### config.mk
export PLATFORM = sky130hd
export DESIGN_NAME = switch_detect_spi_config
export DESIGN_NICKNAME = d
export VERILOG_FILES = /design/src/hw/switch_cfg_pkg.sv /design/src/hw/switch_detect_spi_config.sv
export SDC_FILE = /design/constraint.sdc
export NUM_CORES = 2
export LEC_CHECK = 0
export BUFFER_PORTS_ARGS = -buffer_cell sky130_fd_sc_hd__buf_2
export CAP_MARGIN = 20
export CORE_MARGIN = 3
export CORE_UTILIZATION = 45
export DETAILED_ROUTE_END_ITERATION = 10
export GPL_TIMING_DRIVEN = 0
export PLACE_DENSITY = 0.71
export SLEW_MARGIN = 20
export SYNTH_ARGS = -nofsm -noshare
export SYNTH_HDL_FRONTEND = slang
export SYNTH_SLANG_ARGS = --single-unit
### constraint.sdc
create_clock -name core_clk -period 1.98 [get_ports core_clk]
set_input_delay 0.198 -clock core_clk [delete_from_list [all_inputs] [get_ports core_clk]]
set_output_delay 0.198 -clock core_clk [all_outputs]
set_load 0.03 [all_outputs]
### src/hw/switch_cfg_pkg.sv
// How it works
// - code 01 loads bits 7:0 into sense type; 1 battery, 0 ground
// - closed programmable input reports 1 whatever its sense type
// - host may rewrite any register anytime in normal mode with interface supply present; device accepts
// - wake enable written by code 02 (prog 7:0) and 03 (ground 13:0)
// - wake bit 0 blocks interrupt and wake; 1 lets change raise both
// - contact current written by code 04 (prog) and 05 (ground)
// - contact current bit 0 selects 2.0 mA, 1 selects 16 mA
// - each input has 20 ms timer from threshold crossing, then drops to low current
// - timer enable written by code 07 (prog) and 08 (ground); 1 enables
// - disabled timer keeps high current on closed contact indefinitely
// - hi-z written by 09 and 0A; 1 forces hi-z, comparator still runs
// - analog code 06 bits 4:0 pick channel: 0 none, 1-14 ground, 15-22 prog
// - selected analog input reads 0 in next status stream
// - analog bits 6:5: 00 hi-z, 01 2.0 mA pull-up, 10 16 mA pull-up
// - analog bits 11 treated as hi-z analog input
// - analog command currents are always pull-up, never pull-down
// - every transfer is exactly 24 bits, status shifted out meanwhile
// - reset: battery sense, all wake, 16 mA, timers on, all hi-z, no channel
// - programming only in normal mode with interface supply present
package switch_cfg_pkg;
  localparam int          FRAME_BITS  = 24;
  localparam logic [7:0]  CMD_SENSE   = 8'h01;
  localparam logic [7:0]  CMD_WAKE_P  = 8'h02;
  localparam logic [7:0]  CMD_WAKE_G  = 8'h03;
  localparam logic [7:0]  CMD_CUR_P   = 8'h04;
  localparam logic [7:0]  CMD_CUR_G   = 8'h05;
  localparam logic [7:0]  CMD_ANALOG  = 8'h06;
  localparam logic [7:0]  CMD_TMR_P   = 8'h07;
  localparam logic [7:0]  CMD_TMR_G   = 8'h08;
  localparam logic [7:0]  CMD_HIZ_P   = 8'h09;
  localparam logic [7:0]  CMD_HIZ_G   = 8'h0A;
  localparam logic [7:0]  CMD_RESET   = 8'h7F;
  localparam int          CMD_MSB     = 23;
  localparam int          CMD_LSB     = 16;
  localparam int          PROG_N      = 8;
  localparam int          GND_N       = 14;
  localparam int          IN_N        = 22;
  localparam logic [4:0]  CH_NONE     = 5'h00;
  localparam logic [4:0]  CH_PROG0    = 5'h0F;
  localparam logic [4:0]  CH_LAST     = 5'h16;
  localparam logic [7:0]  SENSE_RST   = 8'hFF;
  localparam logic [21:0] ALL_ONES_RST = 22'h3FFFFF;
  localparam logic [6:0]  ANALOG_RST  = 7'h00;
  // open-contact comparator levels: ground inputs idle high, battery-sensed inputs idle low
  localparam logic [21:0] PIN_IDLE_RST = 22'h003FFF;
  localparam int          TIMER_MS    = 20;
  localparam int          CLK_MHZ     = 100;
  localparam int          TIMER_CYC   = TIMER_MS * 1000 * CLK_MHZ;
  localparam int          TMR_W       = 22;

  typedef enum logic [1:0] {
    SRC_HIZ  = 2'b00,
    SRC_LOW  = 2'b01,
    SRC_HIGH = 2'b10
  } source_t;

  typedef struct packed {
    logic [21:0] hiz;
    logic [21:0] high_cur;
    logic [21:0] pull_up;
  } drive_t;

  // channel code to one-hot input index, ground inputs in bits 13:0
  function automatic logic [21:0] chan_onehot(input logic [4:0] ch);
    logic [21:0] r;
    r = 22'h000000;
    if (ch != CH_NONE && ch <= CH_LAST) begin
      r[ch - 5'd1] = 1'b1;
    end
    return r;
  endfunction
endpackage

### src/hw/switch_detect_spi_config.sv
`timescale 1ns/1ps
module switch_detect_spi_config
  import switch_cfg_pkg::*;
#(
  parameter int TIMER_CYCLES = TIMER_CYC
) (
  input  wire logic        core_clk,
  input  wire logic        resetn,
  input  wire logic        clk_en,
  input  wire logic        normal_mode,
  input  wire logic        iface_supply_ok,
  input  wire logic        spi_sclk,
  input  wire logic        spi_cs_n,
  input  wire logic        spi_mosi,
  output logic             spi_miso,
  input  wire logic [7:0]  prog_input_bit,
  input  wire logic [13:0] gnd_input_bit,
  output logic [21:0]      switch_closed,
  output logic [7:0]       sense_battery,
  output logic [21:0]      wake_enable,
  output logic [21:0]      high_current,
  output logic [21:0]      input_hiz,
  output logic [21:0]      pull_up,
  output logic [4:0]       analog_channel,
  output logic [21:0]      analog_monitor_sel,
  output logic             attn_n
);
  // ==========================================================
  // input synchronisers
  logic [2:0]  s1_reg;
  logic [2:0]  s2_reg;
  logic [21:0] in1_reg;
  logic [21:0] in2_reg;
  always_ff @(posedge core_clk or negedge resetn) begin
    if (!resetn) begin
      s1_reg  <= 3'h7;
      s2_reg  <= 3'h7;
      // start from open contacts so the change detector sees no false edge after reset
      in1_reg <= PIN_IDLE_RST;
      in2_reg <= PIN_IDLE_RST;
    end else if (clk_en) begin
      s1_reg  <= {spi_sclk, spi_cs_n, spi_mosi};
      s2_reg  <= s1_reg;
      in1_reg <= {prog_input_bit, gnd_input_bit};
      in2_reg <= in1_reg;
    end
  end
  logic sclk_s;
  logic cs_s;
  logic mosi_s;
  assign sclk_s = s2_reg[2];
  assign cs_s   = s2_reg[1];
  assign mosi_s = s2_reg[0];

  // ==========================================================
  // closed-contact view: comparator high level per input type
  logic [21:0] closed_now;
  always_comb begin
    for (int i = 0; i < GND_N; i++) begin
      closed_now[i] = ~in2_reg[i];
    end
    for (int i = 0; i < PROG_N; i++) begin
      // battery sense closes high, ground sense closes low; closed is 1 either way
      closed_now[GND_N + i] = sense_battery[i] ? in2_reg[GND_N + i] : ~in2_reg[GND_N + i];
    end
  end

  // ==========================================================
  // serial frame engine
  logic        sclk_d_reg;
  logic        cs_d_reg;
  logic [23:0] rx_reg;
  logic [23:0] rx_next;
  logic [23:0] tx_reg;
  logic [23:0] tx_next;
  logic [4:0]  cnt_reg;
  logic [4:0]  cnt_next;
  logic        frame_done;
  logic        cs_fall;
  logic        sclk_rise;
  logic        sclk_fall;
  logic [21:0] status_mask;
  assign cs_fall   = cs_d_reg & ~cs_s;
  assign sclk_rise = ~sclk_d_reg & sclk_s & ~cs_s;
  assign sclk_fall = sclk_d_reg & ~sclk_s & ~cs_s;
  assign frame_done = ~cs_d_reg & cs_s & (cnt_reg == 5'(FRAME_BITS));

  always_comb begin
    rx_next  = rx_reg;
    tx_next  = tx_reg;
    cnt_next = cnt_reg;
    status_mask = ~chan_onehot(analog_channel);
    if (cs_fall) begin
      // selected analog channel reads 0 in the stream latched here
      tx_next  = {2'b00, closed_now[21:14], closed_now[13:0]} & {2'b11, status_mask};
      cnt_next = 5'd0;
    end else if (sclk_rise) begin
      rx_next = {rx_reg[22:0], mosi_s};
      if (cnt_reg != 5'd31) begin
        cnt_next = cnt_reg + 5'd1;
      end
    end else if (sclk_fall) begin
      tx_next = {tx_reg[22:0], 1'b0};
    end
  end

  always_ff @(posedge core_clk or negedge resetn) begin
    if (!resetn) begin
      sclk_d_reg <= 1'b0;
      cs_d_reg   <= 1'b1;
      rx_reg     <= 24'h000000;
      tx_reg     <= 24'h000000;
      cnt_reg    <= 5'h00;
      spi_miso   <= 1'b0;
    end else if (clk_en) begin
      sclk_d_reg <= sclk_s;
      cs_d_reg   <= cs_s;
      rx_reg     <= rx_next;
      tx_reg     <= tx_next;
      cnt_reg    <= cnt_next;
      spi_miso   <= tx_next[23];
    end
  end

  // ==========================================================
  // configuration registers
  logic [7:0]  sense_reg;
  logic [7:0]  sense_next;
  logic [21:0] wake_reg;
  logic [21:0] wake_next;
  logic [21:0] cur_reg;
  logic [21:0] cur_next;
  logic [21:0] tmr_en_reg;
  logic [21:0] tmr_en_next;
  logic [21:0] hiz_reg;
  logic [21:0] hiz_next;
  logic [6:0]  ana_reg;
  logic [6:0]  ana_next;
  logic        accept;
  logic [7:0]  cmd;
  assign cmd    = rx_reg[CMD_MSB:CMD_LSB];
  assign accept = frame_done & normal_mode & iface_supply_ok;

  always_comb begin
    sense_next  = sense_reg;
    wake_next   = wake_reg;
    cur_next    = cur_reg;
    tmr_en_next = tmr_en_reg;
    hiz_next    = hiz_reg;
    ana_next    = ana_reg;
    if (accept) begin
      // only the field bits are taken; unused bits never reach a register
      unique case (cmd)
        CMD_SENSE:  sense_next = rx_reg[7:0];
        CMD_WAKE_P: wake_next[21:14] = rx_reg[7:0];
        CMD_WAKE_G: wake_next[13:0] = rx_reg[13:0];
        CMD_CUR_P:  cur_next[21:14] = rx_reg[7:0];
        CMD_CUR_G:  cur_next[13:0] = rx_reg[13:0];
        CMD_TMR_P:  tmr_en_next[21:14] = rx_reg[7:0];
        CMD_TMR_G:  tmr_en_next[13:0] = rx_reg[13:0];
        CMD_HIZ_P:  hiz_next[21:14] = rx_reg[7:0];
        CMD_HIZ_G:  hiz_next[13:0] = rx_reg[13:0];
        CMD_ANALOG: ana_next = rx_reg[6:0];
        CMD_RESET: begin
          sense_next  = SENSE_RST;
          wake_next   = ALL_ONES_RST;
          cur_next    = ALL_ONES_RST;
          tmr_en_next = ALL_ONES_RST;
          hiz_next    = ALL_ONES_RST;
          ana_next    = ANALOG_RST;
        end
        default: ;
      endcase
    end
  end

  always_ff @(posedge core_clk or negedge resetn) begin
    if (!resetn) begin
      sense_reg  <= SENSE_RST;
      wake_reg   <= ALL_ONES_RST;
      cur_reg    <= ALL_ONES_RST;
      tmr_en_reg <= ALL_ONES_RST;
      hiz_reg    <= ALL_ONES_RST;
      ana_reg    <= ANALOG_RST;
    end else if (clk_en) begin
      sense_reg  <= sense_next;
      wake_reg   <= wake_next;
      cur_reg    <= cur_next;
      tmr_en_reg <= tmr_en_next;
      hiz_reg    <= hiz_next;
      ana_reg    <= ana_next;
    end
  end
  assign sense_battery  = sense_reg;
  assign wake_enable    = wake_reg;
  assign analog_channel = ana_reg[4:0];
  assign switch_closed  = closed_now;

  // ==========================================================
  // wetting timers, one per input
  logic [21:0] expired_reg;
  logic [21:0] change;
  logic [21:0] closed_d_reg;
  assign change = closed_now ^ closed_d_reg;
  genvar g;
  generate
    for (g = 0; g < IN_N; g++) begin : g_tmr
      logic [TMR_W-1:0] t_reg;
      logic [TMR_W-1:0] t_next;
      logic             e_next;
      always_comb begin
        t_next = t_reg;
        e_next = expired_reg[g];
        if (change[g]) begin
          // threshold crossing restarts the timer at high current
          t_next = '0;
          e_next = 1'b0;
        end else if (tmr_en_reg[g] && !expired_reg[g] && closed_now[g]) begin
          if (t_reg == TMR_W'(TIMER_CYCLES - 1)) begin
            e_next = 1'b1;
          end else begin
            t_next = t_reg + TMR_W'(1);
          end
        end else if (!tmr_en_reg[g]) begin
          e_next = 1'b0;
        end
      end
      always_ff @(posedge core_clk or negedge resetn) begin
        if (!resetn) begin
          t_reg          <= '0;
          expired_reg[g] <= 1'b0;
        end else if (clk_en) begin
          t_reg          <= t_next;
          expired_reg[g] <= e_next;
        end
      end
    end
  endgenerate

  // ==========================================================
  // pin drive and attention
  logic [21:0] ana_sel;
  logic [21:0] idle_pull;
  // ground inputs always pull up; battery-sensed programmable inputs pull down
  assign idle_pull = {~sense_reg, {GND_N{1'b1}}};
  logic        attn_n_reg;
  assign ana_sel = chan_onehot(ana_reg[4:0]);
  drive_t drv;
  always_comb begin
    for (int i = 0; i < IN_N; i++) begin
      if (ana_sel[i]) begin
        // 11 is illegal and falls back to hi-z; analog sources only pull up
        drv.hiz[i]      = !(ana_reg[6:5] == SRC_LOW || ana_reg[6:5] == SRC_HIGH);
        drv.high_cur[i] = (ana_reg[6:5] == SRC_HIGH);
        drv.pull_up[i]  = 1'b1;
      end else begin
        drv.hiz[i]      = hiz_reg[i];
        drv.high_cur[i] = cur_reg[i] & ~expired_reg[i];
        drv.pull_up[i]  = idle_pull[i];
      end
    end
  end
  assign input_hiz          = drv.hiz;
  assign high_current       = drv.high_cur;
  assign pull_up            = drv.pull_up;
  assign analog_monitor_sel = ana_sel;

  always_ff @(posedge core_clk or negedge resetn) begin
    if (!resetn) begin
      closed_d_reg <= 22'h000000;
      attn_n_reg   <= 1'b1;
    end else if (clk_en) begin
      closed_d_reg <= closed_now;
      if (|(change & wake_reg)) begin
        attn_n_reg <= 1'b0;
      end else if (!cs_d_reg && cs_s) begin
        attn_n_reg <= 1'b1;
      end
    end
  end
  assign attn_n = attn_n_reg;

  // ==========================================================
  // checks
  chk_unknown_code_ignored: assert property (@(posedge core_clk) disable iff (!resetn)
    (clk_en && frame_done && cmd == 8'h00) |=> $stable(wake_reg) && $stable(cur_reg) && $stable(ana_reg))
    else $error("unknown command changed a register");
  chk_sense_load: assert property (@(posedge core_clk) disable iff (!resetn)
    (clk_en && accept && cmd == CMD_SENSE) |=> sense_reg == $past(rx_reg[7:0]))
    else $error("sense register not loaded");
  chk_wake_gate: assert property (@(posedge core_clk) disable iff (!resetn)
    (clk_en && attn_n_reg && !(|(change & wake_reg))) |=> attn_n_reg)
    else $error("attention raised without enabled change");
  chk_mode_gate: assert property (@(posedge core_clk) disable iff (!resetn)
    (!normal_mode || !iface_supply_ok) |=> $stable(tmr_en_reg) && $stable(hiz_reg) && $stable(sense_reg) && $stable(wake_reg))
    else $error("register written outside normal mode");
  chk_short_frame: assert property (@(posedge core_clk) disable iff (!resetn)
    (cs_s && !cs_d_reg && cnt_reg != 5'(FRAME_BITS)) |=> $stable(sense_reg) && $stable(wake_reg))
    else $error("short frame updated a register");
  chk_analog_pullup: assert property (@(posedge core_clk) disable iff (!resetn)
    (ana_sel != 22'h000000) |-> ((ana_sel & pull_up) == ana_sel))
    else $error("analog channel not pulled up");
  chk_illegal_src: assert property (@(posedge core_clk) disable iff (!resetn)
    (ana_reg[6:5] == 2'b11) |-> ((ana_sel & input_hiz) == ana_sel))
    else $error("illegal source not hi-z");
  chk_timer_off: assert property (@(posedge core_clk) disable iff (!resetn)
    (tmr_en_reg == 22'h000000) |=> (expired_reg == 22'h000000))
    else $error("disabled timer dropped current");
endmodule

Word-level counts from Yosys, hierarchy flattened
Cells that the tools add are included.
- bits in latches: 0
- input bits: 30
- flip-flop bits (word level): 737
- bits in read-only memories: 0
- RAM bits: 0
- memories: 0
- output and inout bits: 147
- shift-type cells: 0
- divide/modulo/power cells: 0
- $add $sub $neg: 24
- equality and inequality tests: 104
- multipliers: 0
- bitwise logic cells: 85
- mux-type cells: 235
- reductions and logical operators: 168
- order comparisons: 3
- operators by type and width (cell ; count):
    two-way mux 22 bit ; 67
    adder 22 x 1 -> 22 bit, second input constant ; 22
    equality test 22 x 21 -> 1 bit, second input constant ; 22
    AND reduction 3 bit ; 57
    two-way mux 1 bit ; 151
    case mux 14 bit (2 select lines) ; 4
    case mux 8 bit (2 select lines) ; 5
    two-way mux 24 bit ; 3
    nonzero test 2 bit ; 36
    != test 3 x 1 -> 1 bit, second input constant ; 22
    != test 3 x 2 -> 1 bit, second input constant ; 22
    inverter 1 bit ; 49
    logical AND 1 bit ; 47
    != test 2 bit, second input constant ; 23
    equality test 8 x 3 -> 1 bit, second input constant ; 4
    bitwise AND 1 bit ; 31
    bitwise AND 22 x 24 -> 24 bit ; 1
    equality test 8 x 4 -> 1 bit, second input constant ; 3
    zero test 1 bit ; 24
    bitwise AND 22 bit ; 1
    inverter 22 bit ; 1
    OR reduction 22 bit ; 1
    XOR 22 bit ; 1
    equality test 8 x 2 -> 1 bit, second input constant ; 2
    18 further kinds ; 20

Logic depth before layout (Yosys ltp)
- word-level depth: 9
- gate-level depth with buffers: 9
- mapped depth without buffers: 7

Worst setup path before layout
Ideal clock, no wire load.
- kind: reg2out
- start point: register ana_reg[2]
- end point: output high_current[15]
- required time: 1.782 ns
- arrival: 2.551 ns
- cell stages (with the launch flop): 5
- setup slack: -0.769 ns
- path buffers: 1
- cell sequence: dfrtp_1 > or3b_2 > clkbuf_1 > nor3_1 > o21ai_0
- word-level cells in the longest chain between the ends: 7
- elaborated cells on any way between the ends: 11
- those cells by class: 1 x add/sub; 3 x order compare; 4 x mux; 3 x reduce/logical
- RTL lines (item ; line ; RTL):
    start, declared ; switch_detect_spi_config.sv:137 ; logic [6:0] ana_reg;
    start signal, assigned ; switch_detect_spi_config.sv:191 ; ana_reg <= ana_next;
    subtractor 5 x 1 -> 5 bit ; switch_cfg_pkg.sv:69 ; r[ch - 5'd1] = 1'b1;
    less-than comparator 5 x 6 -> 1 bit (not written as such) or >= comparator 5 x 1 -> 1 bit (tied branches) ; switch_cfg_pkg.sv:69 ;
    logical AND 1 bit (not written as such) ; switch_cfg_pkg.sv:69 ;
    two-way mux 1 bit (not written as such) ; switch_cfg_pkg.sv:69 ;
    demux 1 bit (select 5 bit) ; switch_cfg_pkg.sv:69 ;
    two-way mux 22 bit * ; switch_cfg_pkg.sv:68 ; if (ch != CH_NONE && ch <= CH_LAST) begin
    named net analog_monitor_sel[15] ; switch_detect_spi_config.sv:25 ; output logic [21:0] analog_monitor_sel,
    two-way mux 1 bit * ; switch_detect_spi_config.sv:251 ; if (ana_sel[i]) begin
    end, declared ; switch_detect_spi_config.sv:21 ; output logic [21:0] high_current,
Mark *: on every way through the listed nets, which the timed path passes. The rest lies on a longest branch.

Worst setup path after layout
- start point: register ana_reg[4]
- end point: output high_current[15]
- word-level cells in the longest chain between the ends: 7
- elaborated cells on any way between the ends: 11
- those cells by class: 1 x add/sub; 3 x order compare; 4 x mux; 3 x reduce/logical
- RTL lines (item ; line):
    subtractor 5 x 1 -> 5 bit ; switch_cfg_pkg.sv:69
    less-than comparator 5 x 6 -> 1 bit (not written as such) or >= comparator 5 x 1 -> 1 bit (tied branches) ; switch_cfg_pkg.sv:69
    logical AND 1 bit (not written as such) ; switch_cfg_pkg.sv:69
    two-way mux 1 bit (not written as such) ; switch_cfg_pkg.sv:69
    demux 1 bit (select 5 bit) ; switch_cfg_pkg.sv:69
    two-way mux 22 bit * ; switch_cfg_pkg.sv:68
    two-way mux 1 bit * ; switch_detect_spi_config.sv:251
Every way passes the cells marked *; elsewhere a longest branch is shown, timed or not.

==> results.toml <==
[place]
gp_congestion = 0.961
place_inst = 5190
portBuffers = 162
place_area_sq_um = 40700
post-place-ws_ns = -1.97
place_hpwl_um = 73400

[detailed_routing]
vias_per_cell = 6.05
first_pass_iters = 7
first_iter_violations = 3424
postRouteAntennaNets = 0
wl_per_cell_um = 22.5
drcViolationCount = 0
vias = 34700
drt-total-wl_um = 129000

[timing]
tns_ns = -96.78
slew_headroom = 0.208
worst_slack_ns = -0.714
finalCritPeriodShare = 1.36
fin_skew_ns = 0.0253
hold_viol = 0
report.final.slew_viol_count = 0
period_needed_ns = 2.69
finalSetupViolCount = 526
timing.fmax_mhz = 371
tightest_slew_ns = 1.19
hold_slack_ns = 0.129
rsz0062_at_grt = "yes"

[min_path]
hold_class = "in2reg"
whs_endpoint = "attn_n"
whs_path_depth = 4
holdCritStartpoint = "clk_en"

[layout]
largest_reg_flops = 484
layout.nets = 4660
instances_no_fill = 5741
drive_gt1_frac = 0.355
multi_input_area_sq_um = 21900
final_common_cell = "dfrtp_1"
layout_common_cells = "dfrtp_1, nor2_1, nand2_1"
area_growth_pct = 37.3
ff_latch_area_sq_um = 18600
fill_cells = 5948
final_cell_area_sq_um = 51700

[power_and_ir_drop]
p_per_area_nw_per_um2 = 749
vdd_drop_max_mv = 0.702
leakagePower_nw = 21.7

[worst_setup_path]
reg2reg_to = "g_tmr[1].t_reg[7]"
r2r_start = "g_tmr[1].t_reg[8]"
crit_fanout = 7
worstPathArrival_ns = 2.50
crit_required_ns = 1.78
reg2reg_depth = 9
startpoint_type = "flip-flop"
ff2ff_setup_slack_ns = -0.45
end_kind = "primary output"
crit_type = "reg2out"

[synth]
syn_area_sq_um = 37700
synth-edff-count = 0
synthArstFlopShare = 1.00
synth.distinct_cells = 89
ys_ff_latch = 737
syn_area_per_cell_sq_um = 9.57
ys.flop_type = "dfrtp_1"
yosysWarnings = 0
ys_seq_area_frac = 0.494
synth_cells = 3936

[clocking]
clk_pin_slew_ns = 0.06
htree_levels = 3
clock_path_buffers = 3
cts_tree = "done"
worst_skew_pair.late_latency_ns = 0.65
root_buffer = "clkbuf_16"
cts_buffers = 80
cts_sinks = 737

[global_route]
grt_max_degree = 98
grt_pass1_vias = 31900
grt_pass1_wl_um = 182000
grt_antenna_before_repair = 2
grt_use_total = 0.263
gr-total-overflow = 0

[die]
coreArea_sq_um = 82500
rows = 105
die_x_um = 295
die_h_um = 295
start_util = 0.457
die_area_sq_um = 87200
pin_count = 177

[status]
status = "finished, violations left"
failed_checks = "negative setup slack"

[job]
max-cap-violations = 0
-- through the flow --
step	util	power (mW)
after floorplan	-	19.4
after global placement	0.490	20.9
after detailed placement	0.494	21.1
after CTS	0.579	37.6
after global routing	0.627	39.9
final	0.627	38.8
-- area by class of cell --
| class | instances | area share |
|---|---|---|
| Multi-Input combinational cell | 2947 | 0.423 |
| Sequential cell | 737 | 0.360 |
| Timing Repair Buffer | 595 | 0.107 |
| Clock buffer | 128 | 0.0487 |
| Tap cell | 1070 | 0.0259 |
| Buffer | 155 | 0.0235 |
| Inverter | 88 | 0.00639 |
| Clock inverter | 20 | 0.00491 |
| Antenna cell | 1 | 0.0000484 |
-- report_power, final --
| part | switching, mW | internal (mW) | total [mW] | leakage (nW) |
|---|---|---|---|---|
| Clock | 6.43 | 9.39 | 15.8 | 1.37 |
| Combinational | 3.83 | 2.33 | 6.16 | 10.7 |
| Sequential | 0.918 | 15.9 | 16.8 | 9.63 |
| Total | 11.2 | 27.6 | 38.8 | 21.7 |
-- layer usage --
metal  vias up  part of all wire  GRT usage
li1      15100                 -          -
met1     17200              0.38      0.355
met2      1844              0.45      0.401
met3       542              0.11     0.0785
met4         6             0.057      0.103
met5         -           0.00077          0
-- repair_timing --
item / in CTS / in global routing
hold endpoints to repair: 287 / 284
hold buffers: 29 / 3
setup endpoints to repair: 800 / 933
gates cloned: 12 / 11
resized for setup: 614 / 734
pin swaps: 163 / 283
setup buffers: 213 / 171
-- critical path: stages (launching register included) --
cell     delay [ns]
dfrtp_2        0.48
or3b_4         0.46
nor3_4         0.39
buf_4          0.20
nand2_4        0.05
o21ai_4        0.10
buf_6          0.16
-- Yosys cell counts (11+ instances only) --
cell type,number,share of area
buf_2,22,0.0029
dfrtp_1,605,0.40
nor4b_1,29,0.0067
and2_1,31,0.0051
inv_1,87,0.0087
nand2b_1,56,0.0093
nor2_1,514,0.051
dfstp_2,132,0.092
ha_1,26,0.0086
nand3_1,194,0.026
mux2_2,105,0.031
o2111ai_1,16,0.0037
a31oi_1,12,0.0020
and4_1,46,0.011
o2bb2ai_1,11,0.0026
xor2_1,216,0.050
nor2b_1,16,0.0027
o211ai_1,21,0.0042
mux2i_1,13,0.0035
nand3b_1,13,0.0026
or4_1,18,0.0036
nor3_1,144,0.019
nand4_1,132,0.022
or3_1,39,0.0065
buf_4,24,0.0048
nand2_1,381,0.038
o31ai_1,13,0.0026
and3_1,89,0.015
clkbuf_1,121,0.012
o21ai_0,238,0.032
xnor2_1,204,0.047
nor4_1,70,0.012
nor3b_1,26,0.0052
a21oi_1,91,0.012
-- how the worst max path moves through the flow --
| stage | from | to | slack [ns] | cells past startpoint |
|---|---|---|---|---|
| floorplan | ana_reg[4] | high_current[11] | -0.35 | 3 |
| global placement | resetn | g_tmr[19].t_reg[12] | -15.07 | 1 |
| detailed placement | clk_en | g_tmr[6].t_reg[1] | -1.97 | 10 |
| CTS | ana_reg[3] | input_hiz[15] | -0.62 | 4 |
| global route | ana_reg[3] | high_current[15] | -0.73 | 6 |
| finish | ana_reg[4] | high_current[15] | -0.71 | 6 |
-- logic make-up (layout without fill, tap and decap cells) --
kind of cell	Yosys count	after routing	synth area share
and+or+nand+nor	1870	1871	0.255
DFF	737	737	0.494
AOI/OAI and AO/OA	492	495	0.0783
xor gates and xnor gates	423	423	0.0989
buffers and inverters	269	986	0.0302
muxes	118	118	0.0348
adders and majority gates	26	26	0.00863
other	1	15	0.0000995
Note: power is estimated with default switching activity, not from simulation.
